$ cat src/core/pmews_pkg.sv
// Package for the PME wake signalling block: constants, flag layout, state record
package pmews_pkg;

    // ----------------------------------------------------------------
    // Sizes
    // ----------------------------------------------------------------
    localparam int unsigned NUM_GPIO   = 11;
    localparam int unsigned ADDR_W     = 8;
    localparam int unsigned DATA_W     = 32;
    localparam int unsigned CNT_W      = 12;

    // ----------------------------------------------------------------
    // Register offsets (byte addresses)
    // ----------------------------------------------------------------
    localparam logic [7:0] REG_GPIO_DIR  = 8'h00;
    localparam logic [7:0] REG_GPIO_DATA = 8'h04;
    localparam logic [7:0] REG_WAKE      = 8'h08;
    localparam logic [7:0] REG_STATUS    = 8'h0C;

    // Field positions
    localparam int unsigned WAKE_POL_LSB  = 16;
    localparam int unsigned STS_PME_MODE  = 0;
    localparam int unsigned STS_PME_OUT   = 1;
    localparam int unsigned STS_PHY_EXT   = 2;
    localparam int unsigned STS_READY     = 3;

    // ----------------------------------------------------------------
    // Pin assignment per PHY mode
    // ----------------------------------------------------------------
    localparam logic [3:0] PIN_PME_INT  = 4'h0;
    localparam logic [3:0] PIN_SEL_INT  = 4'h1;
    localparam logic [3:0] PIN_PME_EXT  = 4'h8;
    localparam logic [3:0] PIN_SEL_EXT  = 4'h9;
    localparam logic [10:0] WAKE_OK_INT = 11'h7FC;
    localparam logic [10:0] WAKE_OK_EXT = 11'h400;

    // ----------------------------------------------------------------
    // Reset values
    // ----------------------------------------------------------------
    localparam logic [10:0] RST_GPIO_DIR  = 11'h000;
    localparam logic [10:0] RST_GPIO_DATA = 11'h000;
    localparam logic [10:0] RST_WAKE_EN   = 11'h000;
    localparam logic [10:0] RST_WAKE_POL  = 11'h000;

    // ----------------------------------------------------------------
    // Timing
    // ----------------------------------------------------------------
    localparam int unsigned CLK_PERIOD_NS  = 25;
    localparam int unsigned PULSE_SHORT_NS = 1000;
    localparam int unsigned PULSE_LONG_NS  = 50000;
    localparam logic [11:0] PULSE_SHORT_CYC = 12'(PULSE_SHORT_NS / CLK_PERIOD_NS);
    localparam logic [11:0] PULSE_LONG_CYC  = 12'(PULSE_LONG_NS / CLK_PERIOD_NS);

    // ----------------------------------------------------------------
    // Types
    // ----------------------------------------------------------------
    typedef enum logic [1:0] {
        ST_LOAD       = 2'b00,
        ST_NORMAL     = 2'b01,
        ST_PME_WAIT   = 2'b10,
        ST_PME_SIGNAL = 2'b11
    } pmews_mode_t;

    // Signalling flags loaded from the configuration memory
    typedef struct packed {
        logic self_powered;
        logic wol_link;
        logic det10_high;
        logic buf_push_pull;
        logic pol_high;
        logic pulse_long;
        logic pulse_mode;
        logic pme_enable;
    } pmews_flags_t;

    localparam pmews_flags_t RST_FLAGS = 8'h00;

    // Whole state of the block
    typedef struct packed {
        pmews_mode_t  mode;
        logic         por_first;
        logic         keep_pme;
        logic         chip_prev;
        logic         hit_prev;
        pmews_flags_t flags;
        logic [10:0]  gpio_dir;
        logic [10:0]  gpio_data;
        logic [10:0]  wake_en;
        logic [10:0]  wake_pol;
        logic [11:0]  pulse_cnt;
        logic [10:0]  gpio_out;
        logic [10:0]  gpio_oe;
        logic [31:0]  rdata;
        logic         load_req;
        logic         pme_mode;
    } pmews_state_t;

endpackage

$ cat src/core/pmews_top.sv
// PME wake signalling block: wake detection, PME pin drive, reset-time mode choice
//
// How it works
// - PME mode only entered when the loaded power method flag says self powered.
// - Mode select pin sampled on the cycle chip reset goes low; decides PME or normal.
// - Internal PHY: pin 0 drives PME, pin 1 is mode select.
// - External PHY: pin 8 drives PME, pin 9 is mode select.
// - PHY source select level picks the internal or external pin assignment.
// - A non-reserved pin wakes only while its direction is input.
// - A pin wakes only when its wake enable bit is set.
// - Any reset clears the direction register to all inputs; wake enables load from configuration memory.
// - In PME mode the two reserved pins keep signalling regardless of register values.
// - Wake pins are 2 to 10 internally, only 10 externally.
// - Pin 10 sense follows loaded flag; pins 2 to 9 default active low.
// - Magic packet in PME mode asserts PME.
// - Link partner detect in PME mode asserts PME.
// - PME needs enable flag; flags pick pulse/level, length, polarity, buffer, LAN source.
// - Mode select 1 keeps PME mode, 0 resumes normal, acted on at clear.
// - No interrupt bits, no software clear, GPIO registers locked during PME mode.
// - In PME mode any reset reloads the configuration memory.
// - Power-on with mode select 1 and enabled memory goes straight to PME mode.
// - Flag decode: level=0, polarity 1 high, buffer 1 push-pull, LAN 0 magic, det 0 low.
// - External PHY link indicator on pin 10 wakes through the pin path.
//
// Design decisions made here: the placing of the registers and strobed register access.
`timescale 1ns/1ps
`default_nettype none

module pmews_top
    import pmews_pkg::*;
(
    // Clock and power-on reset
    input  wire logic               i_mclk,
    input  wire logic               i_reset_n,
    // Chip reset, also the Wake_clear_in
    input  wire logic               i_chip_reset_n,
    // Strap
    input  wire logic               i_phy_source_select,
    // Configuration memory load
    input  wire logic               i_eeprom_done,
    input  wire logic               i_eeprom_present,
    input  wire pmews_flags_t       i_eeprom_flags,
    input  wire logic [10:0]        i_eeprom_wake_en,
    output logic                    o_eeprom_load,
    // LAN wake sources
    input  wire logic               i_magic_packet,
    input  wire logic               i_link_up,
    // GPIO pins
    input  wire logic [10:0]        i_gpio_in,
    output logic [10:0]             o_gpio_out,
    output logic [10:0]             o_gpio_oe,
    // Register port
    input  wire logic [7:0]         i_reg_addr,
    input  wire logic [31:0]        i_reg_wdata,
    input  wire logic               i_reg_wr,
    input  wire logic               i_reg_rd,
    output logic [31:0]             o_reg_rdata,
    // Status
    output logic                    o_pme_mode
);

    // ----------------------------------------------------------------
    // Reset release
    // ----------------------------------------------------------------
    logic rst_meta_n;
    logic rst_n;

    always_ff @(posedge i_mclk or negedge i_reset_n) begin
        if (!i_reset_n) begin
            rst_meta_n <= 1'b0;
            rst_n      <= 1'b0;
        end else begin
            rst_meta_n <= 1'b1;
            rst_n      <= rst_meta_n;
        end
    end

    // ----------------------------------------------------------------
    // Pin wake detection
    // ----------------------------------------------------------------
    pmews_state_t st;
    pmews_state_t next_st;
    logic         phy_ext;
    logic [10:0]  wake_ok;
    logic [10:0]  pin_hit;

    assign phy_ext = i_phy_source_select;
    assign wake_ok = phy_ext ? WAKE_OK_EXT : WAKE_OK_INT;

    genvar g;
    generate
        for (g = 0; g < NUM_GPIO; g++) begin : g_wake
            // Enabled, input, available and at its active level
            assign pin_hit[g] = st.wake_en[g] & ~st.gpio_dir[g] & wake_ok[g]
                              & (st.wake_pol[g] ? i_gpio_in[g] : ~i_gpio_in[g]);
        end
    endgenerate

    // ----------------------------------------------------------------
    // Next state
    // ----------------------------------------------------------------
    always_comb begin
        logic [3:0]  pme_idx;
        logic [3:0]  sel_idx;
        logic        sel_pin;
        logic        keep;
        logic        lan_hit;
        logic        wake;
        logic        wake_evt;
        logic        in_pme;
        logic        pme_act;
        logic        pme_lvl;
        logic [10:0] pol_dflt;
        pme_idx  = phy_ext ? PIN_PME_EXT : PIN_PME_INT;
        sel_idx  = phy_ext ? PIN_SEL_EXT : PIN_SEL_INT;
        sel_pin  = i_gpio_in[sel_idx];
        keep     = st.por_first ? sel_pin : st.keep_pme;
        lan_hit  = st.flags.wol_link ? i_link_up : i_magic_packet;
        wake     = (|pin_hit) | lan_hit;
        wake_evt = wake & ~st.hit_prev;
        in_pme   = (st.mode == ST_PME_WAIT) || (st.mode == ST_PME_SIGNAL);
        pol_dflt = RST_WAKE_POL;
        pme_act  = (st.mode == ST_PME_SIGNAL);
        pme_lvl  = pme_act ? st.flags.pol_high : ~st.flags.pol_high;
        next_st  = st;

        next_st.por_first = 1'b0;
        next_st.keep_pme  = keep;
        next_st.chip_prev = i_chip_reset_n;
        next_st.hit_prev  = wake;
        next_st.rdata     = 32'h0000_0000;
        next_st.load_req  = 1'b0;

        unique case (st.mode)
            ST_LOAD: begin
                next_st.load_req = ~i_eeprom_done;
                if (i_eeprom_done) begin
                    next_st.flags    = i_eeprom_flags;
                    next_st.wake_en  = i_eeprom_wake_en;
                    pol_dflt[10]     = i_eeprom_flags.det10_high;
                    next_st.wake_pol = pol_dflt;
                    next_st.load_req = 1'b0;
                    // Enter PME only when every condition holds
                    if (keep && i_eeprom_present && i_eeprom_flags.pme_enable
                        && i_eeprom_flags.self_powered) begin
                        next_st.mode = ST_PME_WAIT;
                    end else begin
                        next_st.mode = ST_NORMAL;
                    end
                end
            end
            ST_NORMAL: begin
                if (i_reg_wr) begin
                    unique case (i_reg_addr)
                        REG_GPIO_DIR:  next_st.gpio_dir  = i_reg_wdata[10:0];
                        REG_GPIO_DATA: next_st.gpio_data = i_reg_wdata[10:0];
                        REG_WAKE: begin
                            next_st.wake_en  = i_reg_wdata[10:0];
                            next_st.wake_pol = i_reg_wdata[WAKE_POL_LSB +: 11];
                        end
                        default: ;
                    endcase
                end
            end
            ST_PME_WAIT: begin
                // Events go to the PME pin only, never to an interrupt flag
                if (wake_evt) begin
                    next_st.mode      = ST_PME_SIGNAL;
                    next_st.pulse_cnt = (st.flags.pulse_long ? PULSE_LONG_CYC
                                                             : PULSE_SHORT_CYC) - 12'h001;
                end
            end
            ST_PME_SIGNAL: begin
                // Level mode stays here until chip reset
                if (st.flags.pulse_mode) begin
                    if (st.pulse_cnt == 12'h000) begin
                        next_st.mode = ST_PME_WAIT;
                    end else begin
                        next_st.pulse_cnt = st.pulse_cnt - 12'h001;
                    end
                end
            end
        endcase

        // Register reads
        if (i_reg_rd) begin
            unique case (i_reg_addr)
                REG_GPIO_DIR:  next_st.rdata = {21'h000000, st.gpio_dir};
                REG_GPIO_DATA: next_st.rdata = {21'h000000, i_gpio_in};
                REG_WAKE:      next_st.rdata = {5'h00, st.wake_pol, 5'h00, st.wake_en};
                REG_STATUS: begin
                    next_st.rdata[STS_PME_MODE] = in_pme;
                    next_st.rdata[STS_PME_OUT]  = (st.mode == ST_PME_SIGNAL);
                    next_st.rdata[STS_PHY_EXT]  = phy_ext;
                    next_st.rdata[STS_READY]    = (st.mode != ST_LOAD);
                end
                default: next_st.rdata = 32'h0000_0000;
            endcase
        end

        // Chip reset: sample mode select on assertion, then reload
        if (!i_chip_reset_n) begin
            if (st.chip_prev) begin
                next_st.keep_pme = sel_pin;
            end
            next_st.mode      = ST_LOAD;
            next_st.gpio_dir  = RST_GPIO_DIR;
            next_st.gpio_data = RST_GPIO_DATA;
            next_st.load_req  = 1'b0;
        end

        // Pin drive; reserved pins override registers in PME mode
        next_st.gpio_out = st.gpio_data;
        next_st.gpio_oe  = st.gpio_dir;
        if (in_pme || (st.mode == ST_LOAD && keep)) begin
            next_st.gpio_out[pme_idx] = pme_lvl;
            next_st.gpio_oe[pme_idx]  = st.flags.buf_push_pull | ~pme_lvl;
            next_st.gpio_out[sel_idx] = 1'b0;
            next_st.gpio_oe[sel_idx]  = 1'b0;
        end
        next_st.pme_mode = in_pme;
    end

    // ----------------------------------------------------------------
    // State register
    // ----------------------------------------------------------------
    always_ff @(posedge i_mclk or negedge rst_n) begin
        if (!rst_n) begin
            st.mode      <= ST_LOAD;
            st.por_first <= 1'b1;
            st.keep_pme  <= 1'b0;
            st.chip_prev <= 1'b1;
            st.hit_prev  <= 1'b0;
            st.flags     <= RST_FLAGS;
            st.gpio_dir  <= RST_GPIO_DIR;
            st.gpio_data <= RST_GPIO_DATA;
            st.wake_en   <= RST_WAKE_EN;
            st.wake_pol  <= RST_WAKE_POL;
            st.pulse_cnt <= 12'h000;
            st.gpio_out  <= 11'h000;
            st.gpio_oe   <= 11'h000;
            st.rdata     <= 32'h0000_0000;
            st.load_req  <= 1'b0;
            st.pme_mode  <= 1'b0;
        end else begin
            st <= next_st;
        end
    end

    // ----------------------------------------------------------------
    // Outputs
    // ----------------------------------------------------------------
    assign o_gpio_out    = st.gpio_out;
    assign o_gpio_oe     = st.gpio_oe;
    assign o_reg_rdata   = st.rdata;
    assign o_eeprom_load = st.load_req;
    assign o_pme_mode    = st.pme_mode;

endmodule

`default_nettype wire

$ cat config.mk
export PLATFORM = sky130hd
export DESIGN_NAME = pmews_top
export DESIGN_NICKNAME = d
export VERILOG_FILES = /design/src/core/pmews_pkg.sv /design/src/core/pmews_top.sv
export SDC_FILE = /design/constraint.sdc
export NUM_CORES = 1
export LEC_CHECK = 0
export ABC_AREA = 1
export BUFFER_PORTS_ARGS = -buffer_cell sky130_fd_sc_hd__buf_2
export CORE_ASPECT_RATIO = 1.1
export CORE_MARGIN = 2
export CORE_UTILIZATION = 46
export CTS_BUF_LIST = sky130_fd_sc_hd__clkbuf_2 sky130_fd_sc_hd__clkbuf_4 sky130_fd_sc_hd__clkbuf_8
export DETAILED_ROUTE_END_ITERATION = 8
export PLACE_DENSITY = 0.8
export SYNTH_ARGS = -nofsm -noshare
export SYNTH_HDL_FRONTEND = slang
export SYNTH_SLANG_ARGS = --single-unit
export TNS_END_PERCENT = 1
$ cat constraint.sdc
create_clock -name i_mclk -period 6.3 [get_ports i_mclk]
set_input_delay 1.26 -clock i_mclk [delete_from_list [all_inputs] [get_ports i_mclk]]
set_output_delay 1.26 -clock i_mclk [all_outputs]
set_load 0.03 [all_outputs]
==> impl_metrics.csv <==
group,metric,value,unit
run_status,status,"completed",
drt,antenna_left,0,
floorplanning,start_util,46.52,%
sta,setup_violations,0,
sta,setup-tns-final,0,ps
drt,wl_per_cell,14.23,um
floorplanning,io_pins,136,
yosys,synth_warnings,0,
worst_setup_path,path_max_fanout,22,
worst_setup_path,cp.arrival,2980,ps
pwr,power_frac_clock,27.6,%
worst_hold_path,hold_class,"flop to asynchronous set/reset pin",
worst_setup_path,cp_cell_sequence,"buf_2 -> or2_1 -> nor3_2 -> a31oi_1 -> buf_4 -> nand2_1 -> o21ai_0",
cts,cts-buffers-inserted,17,
floorplanning,die_h,119.2,um
floorplanning,die_area,12960,sq um
worst_setup_path,required,6590,ps
pwr,powerDensity,401.7,nW/um^2
flow_run,drv_cap,0,
cts,clkLatencyLatePin,420,ps
cts,cts_resized,0,
pwr,seqPwrFrac,40.8,%
drt,drc,0,
cts,cts_sinks,115,
pwr,p_int,0.001535,W
yosys,synth_top_cell_area_share,50.96,%
cts,cts_hold_buf,0,
yosys,syn_inst,644,
global_route,antenna_found_initial,0,
yosys,yosysTopAreaCell,"dfrtp_1",
yosys,ys_ff_latch,115,
worst_setup_path,crit_family,"simple AND/OR/NAND/NOR gates",
cts,cts_htree_levels,4,
sta,hold_viol_final,0,
yosys,syn_area,5549,sq um
final_layout,antenna_cells,0,
worst_setup_path,cp-start-kind,"primary input",
floorplanning,rows,42,
place,hpwlAfterDp,9.054,mm
drt,firstDrtPassIters,5,
sta,finalCritPeriodShare,42.60,%
yosys,synth_most_common_cell,"nand2_1",
sta,clock.fmax,372.6,MHz
floorplanning,core,11930,sq um
cts,clk_pin_slew_worst_paths,80,ps
pwr,sw_frac_of_total,39.02,%
floorplanning,die_w,108.7,um
pwr,p_switching,0.0009825,W
pwr,power,0.002518,W
yosys,yosys-top-cells-area,"dfrtp_1, nand2_1, buf_4",
sta,tightestPinTransition,927.3,ps
sta,rsz0062_at_grt,"false",
pwr,vdd_drop_max,186.8,uV
global_route,grt_usage,20.64,%
final_layout,nets,802,
drt,viasPerCell,4.922,
place,place.gp.congestion,0.8758,
sta,worst_clock_skew,12.67,ps
global_route,grt_pass1_wl,20.40,mm
pwr,p_comb_share,31.6,%
drt,drt_iter0_drc,369,
yosys,synth.avg_cell_area,8.617,sq um
global_route,grt_max_degree,68,
worst_setup_path,crit_type,"primary input to flop",
cts,cts_tree,"built",
worst_setup_path,end_kind,"flop",
sta,fin_crit,2684,ps
cts,postCtsSetupRepairBufs,0,
yosys,synth_enable_flop_cells,0,
yosys,seq_area_frac_synth,51.91,%
yosys,ys_async_sr_fraction,100.0,%
worst_setup_path,cp_slowest_stage_delay,760,ps
worst_setup_path,path_buf_inv,2,
cts,root_buffer,"clkbuf_8",
drt,finalWirelength,12.58,mm
sta,slew_headroom,37.84,%
final_layout,fin_area,6269,sq um
drt,route.vias.total,4351,
final_layout,drive_gt1_share,24.79,%
yosys,synth_cell_type_count,41,
cts,cts.path.max_buffers,2,
yosys,synth_common_cells,"nand2_1, dfrtp_1, nor2_1",
yosys,synth_ff_type,"dfrtp_1",
global_route,grt_pass1_vias,4174,
final_layout,syn_to_final_growth,12.97,%
sta,maxSlewViolCount,0,
place,portBuffers,115,
worst_setup_path,cp_slowest_cell,"nor3_2",
global_route,overflow,0,
place,dpl_cell_area,5864,sq um
pwr,leakagePower,3.238,nW
-- area by class of cell --
class | count | area (sq um)
tap | 154 | 192.7
fill | 1097 | 5660
multi-input combinational | 407 | 1968
clock buffer | 17 | 234.0
clock inverter | 15 | 170.2
sequential | 115 | 2884
inverter | 57 | 214.0
timing repair buffer | 119 | 605.6
-- sequential cells by signal, indices dropped and copies added, names as in the netlist --
signal and cells:
st 67, o_reg_rdata 22, rst_meta_n 1, o_eeprom_load 1
o_gpio_out 11, o_pme_mode 1, o_gpio_oe 11, rst_n 1
-- cell usage in the layout (no fill, tap or decap), types with 2 or more instances in the layout --
cell / n
a21oi_1: 11
a31oi_1: 21
buf_2: 115
buf_4: 4
bufinv_16: 2
clkbuf_8: 17
clkinv_4: 3
clkinvlp_4: 2
conb_1: 12
dfrtp_1: 112
dfstp_2: 2
ha_1: 5
inv_1: 51
inv_2: 5
inv_6: 6
mux2_2: 4
nand2_1: 174
nand3_1: 18
nand4_1: 6
nor2_1: 63
nor3_1: 2
nor3_2: 2
o21ai_0: 42
o21ai_1: 9
o21ai_2: 8
or2_2: 2
xnor2_1: 6
xor2_1: 7
-- worst register-to-register path: stages (launching register included) --
cell and delay (ps):
dfrtp_1 420, ha_1 530, inv_2 180, o21ai_1 320
nand2_1 90, nor2_1 130, nand2_1 70, nor2_1 130
xnor2_1 140, clkinv_1 90, o21ai_2 130
-- power by group through the flow --
| stage | Clock, W | Combinational [W] | Sequential, W |
|---|---|---|---|
| 2_1_floorplan | 0 | 0.000670 | 0.00101 |
| 3_3_place_gp | 0 | 0.000776 | 0.00104 |
| 3_5_place_dp | 0 | 0.000791 | 0.00104 |
| 4_1_cts | 0.000707 | 0.000800 | 0.00103 |
| 5_1_grt | 0.000738 | 0.000908 | 0.00105 |
| 6_report | 0.000696 | 0.000795 | 0.00103 |
-- stage by stage --
stage	hold slack, ps	std cells	util [%]	setup WS, ps
after floorplan	331.2	654	-	2863
after global placement	339.6	852	49.16	3298
after detailed placement	337.1	852	49.16	3240
after CTS	362.3	884	52.55	3685
after global routing	372.8	884	52.55	3418
final	344.2	884	52.55	3616
-- metal layers --
metal / part of all wire, % / track usage [%] / vias to the layer above
met5: 0 / 0 / -
met3: 6.3 / 5.473 / 19
met2: 51 / 34.45 / 167
li1: - / - / 2129
met1: 41 / 26.13 / 2036
met4: 1.7 / 6.170 / 0
-- kinds of logic (layout without fill, tap and decap cells) --
logic type | count (synthesis) | in the layout | share of synthesized area [%]
AOI/OAI and AO/OA | 97 | 97 | 10.15
DFF | 115 | 115 | 51.91
buffers and inverters | 132 | 208 | 13.30
xor gates and xnor gates | 13 | 13 | 2.052
other | 2 | 12 | 0.1353
adders and majority gates | 5 | 5 | 1.127
and+or+nand+nor | 276 | 276 | 20.52
muxes | 4 | 4 | 0.8117
-- worst paths after layout --
| path | to | depth (start not counted) | startpoint | slack, ps |
|---|---|---|---|---|
| worst max-delay path | st[106] | 7 | i_reg_addr[1] | 3620 |
| worst min-delay path | st[114] | 0 | rst_n | 340 |
| worst max register to register | st[67] | 10 | st[125] | 3990 |
| worst min register to register | st[114] | 0 | rst_n | 340 |
| max in group asynchronous | o_reg_rdata[9] | 1 | rst_n | 4710 |
| min in group i_mclk | rst_n | 0 | rst_meta_n | 360 |
No activity file was read; power rests on OpenSTA's default activity.
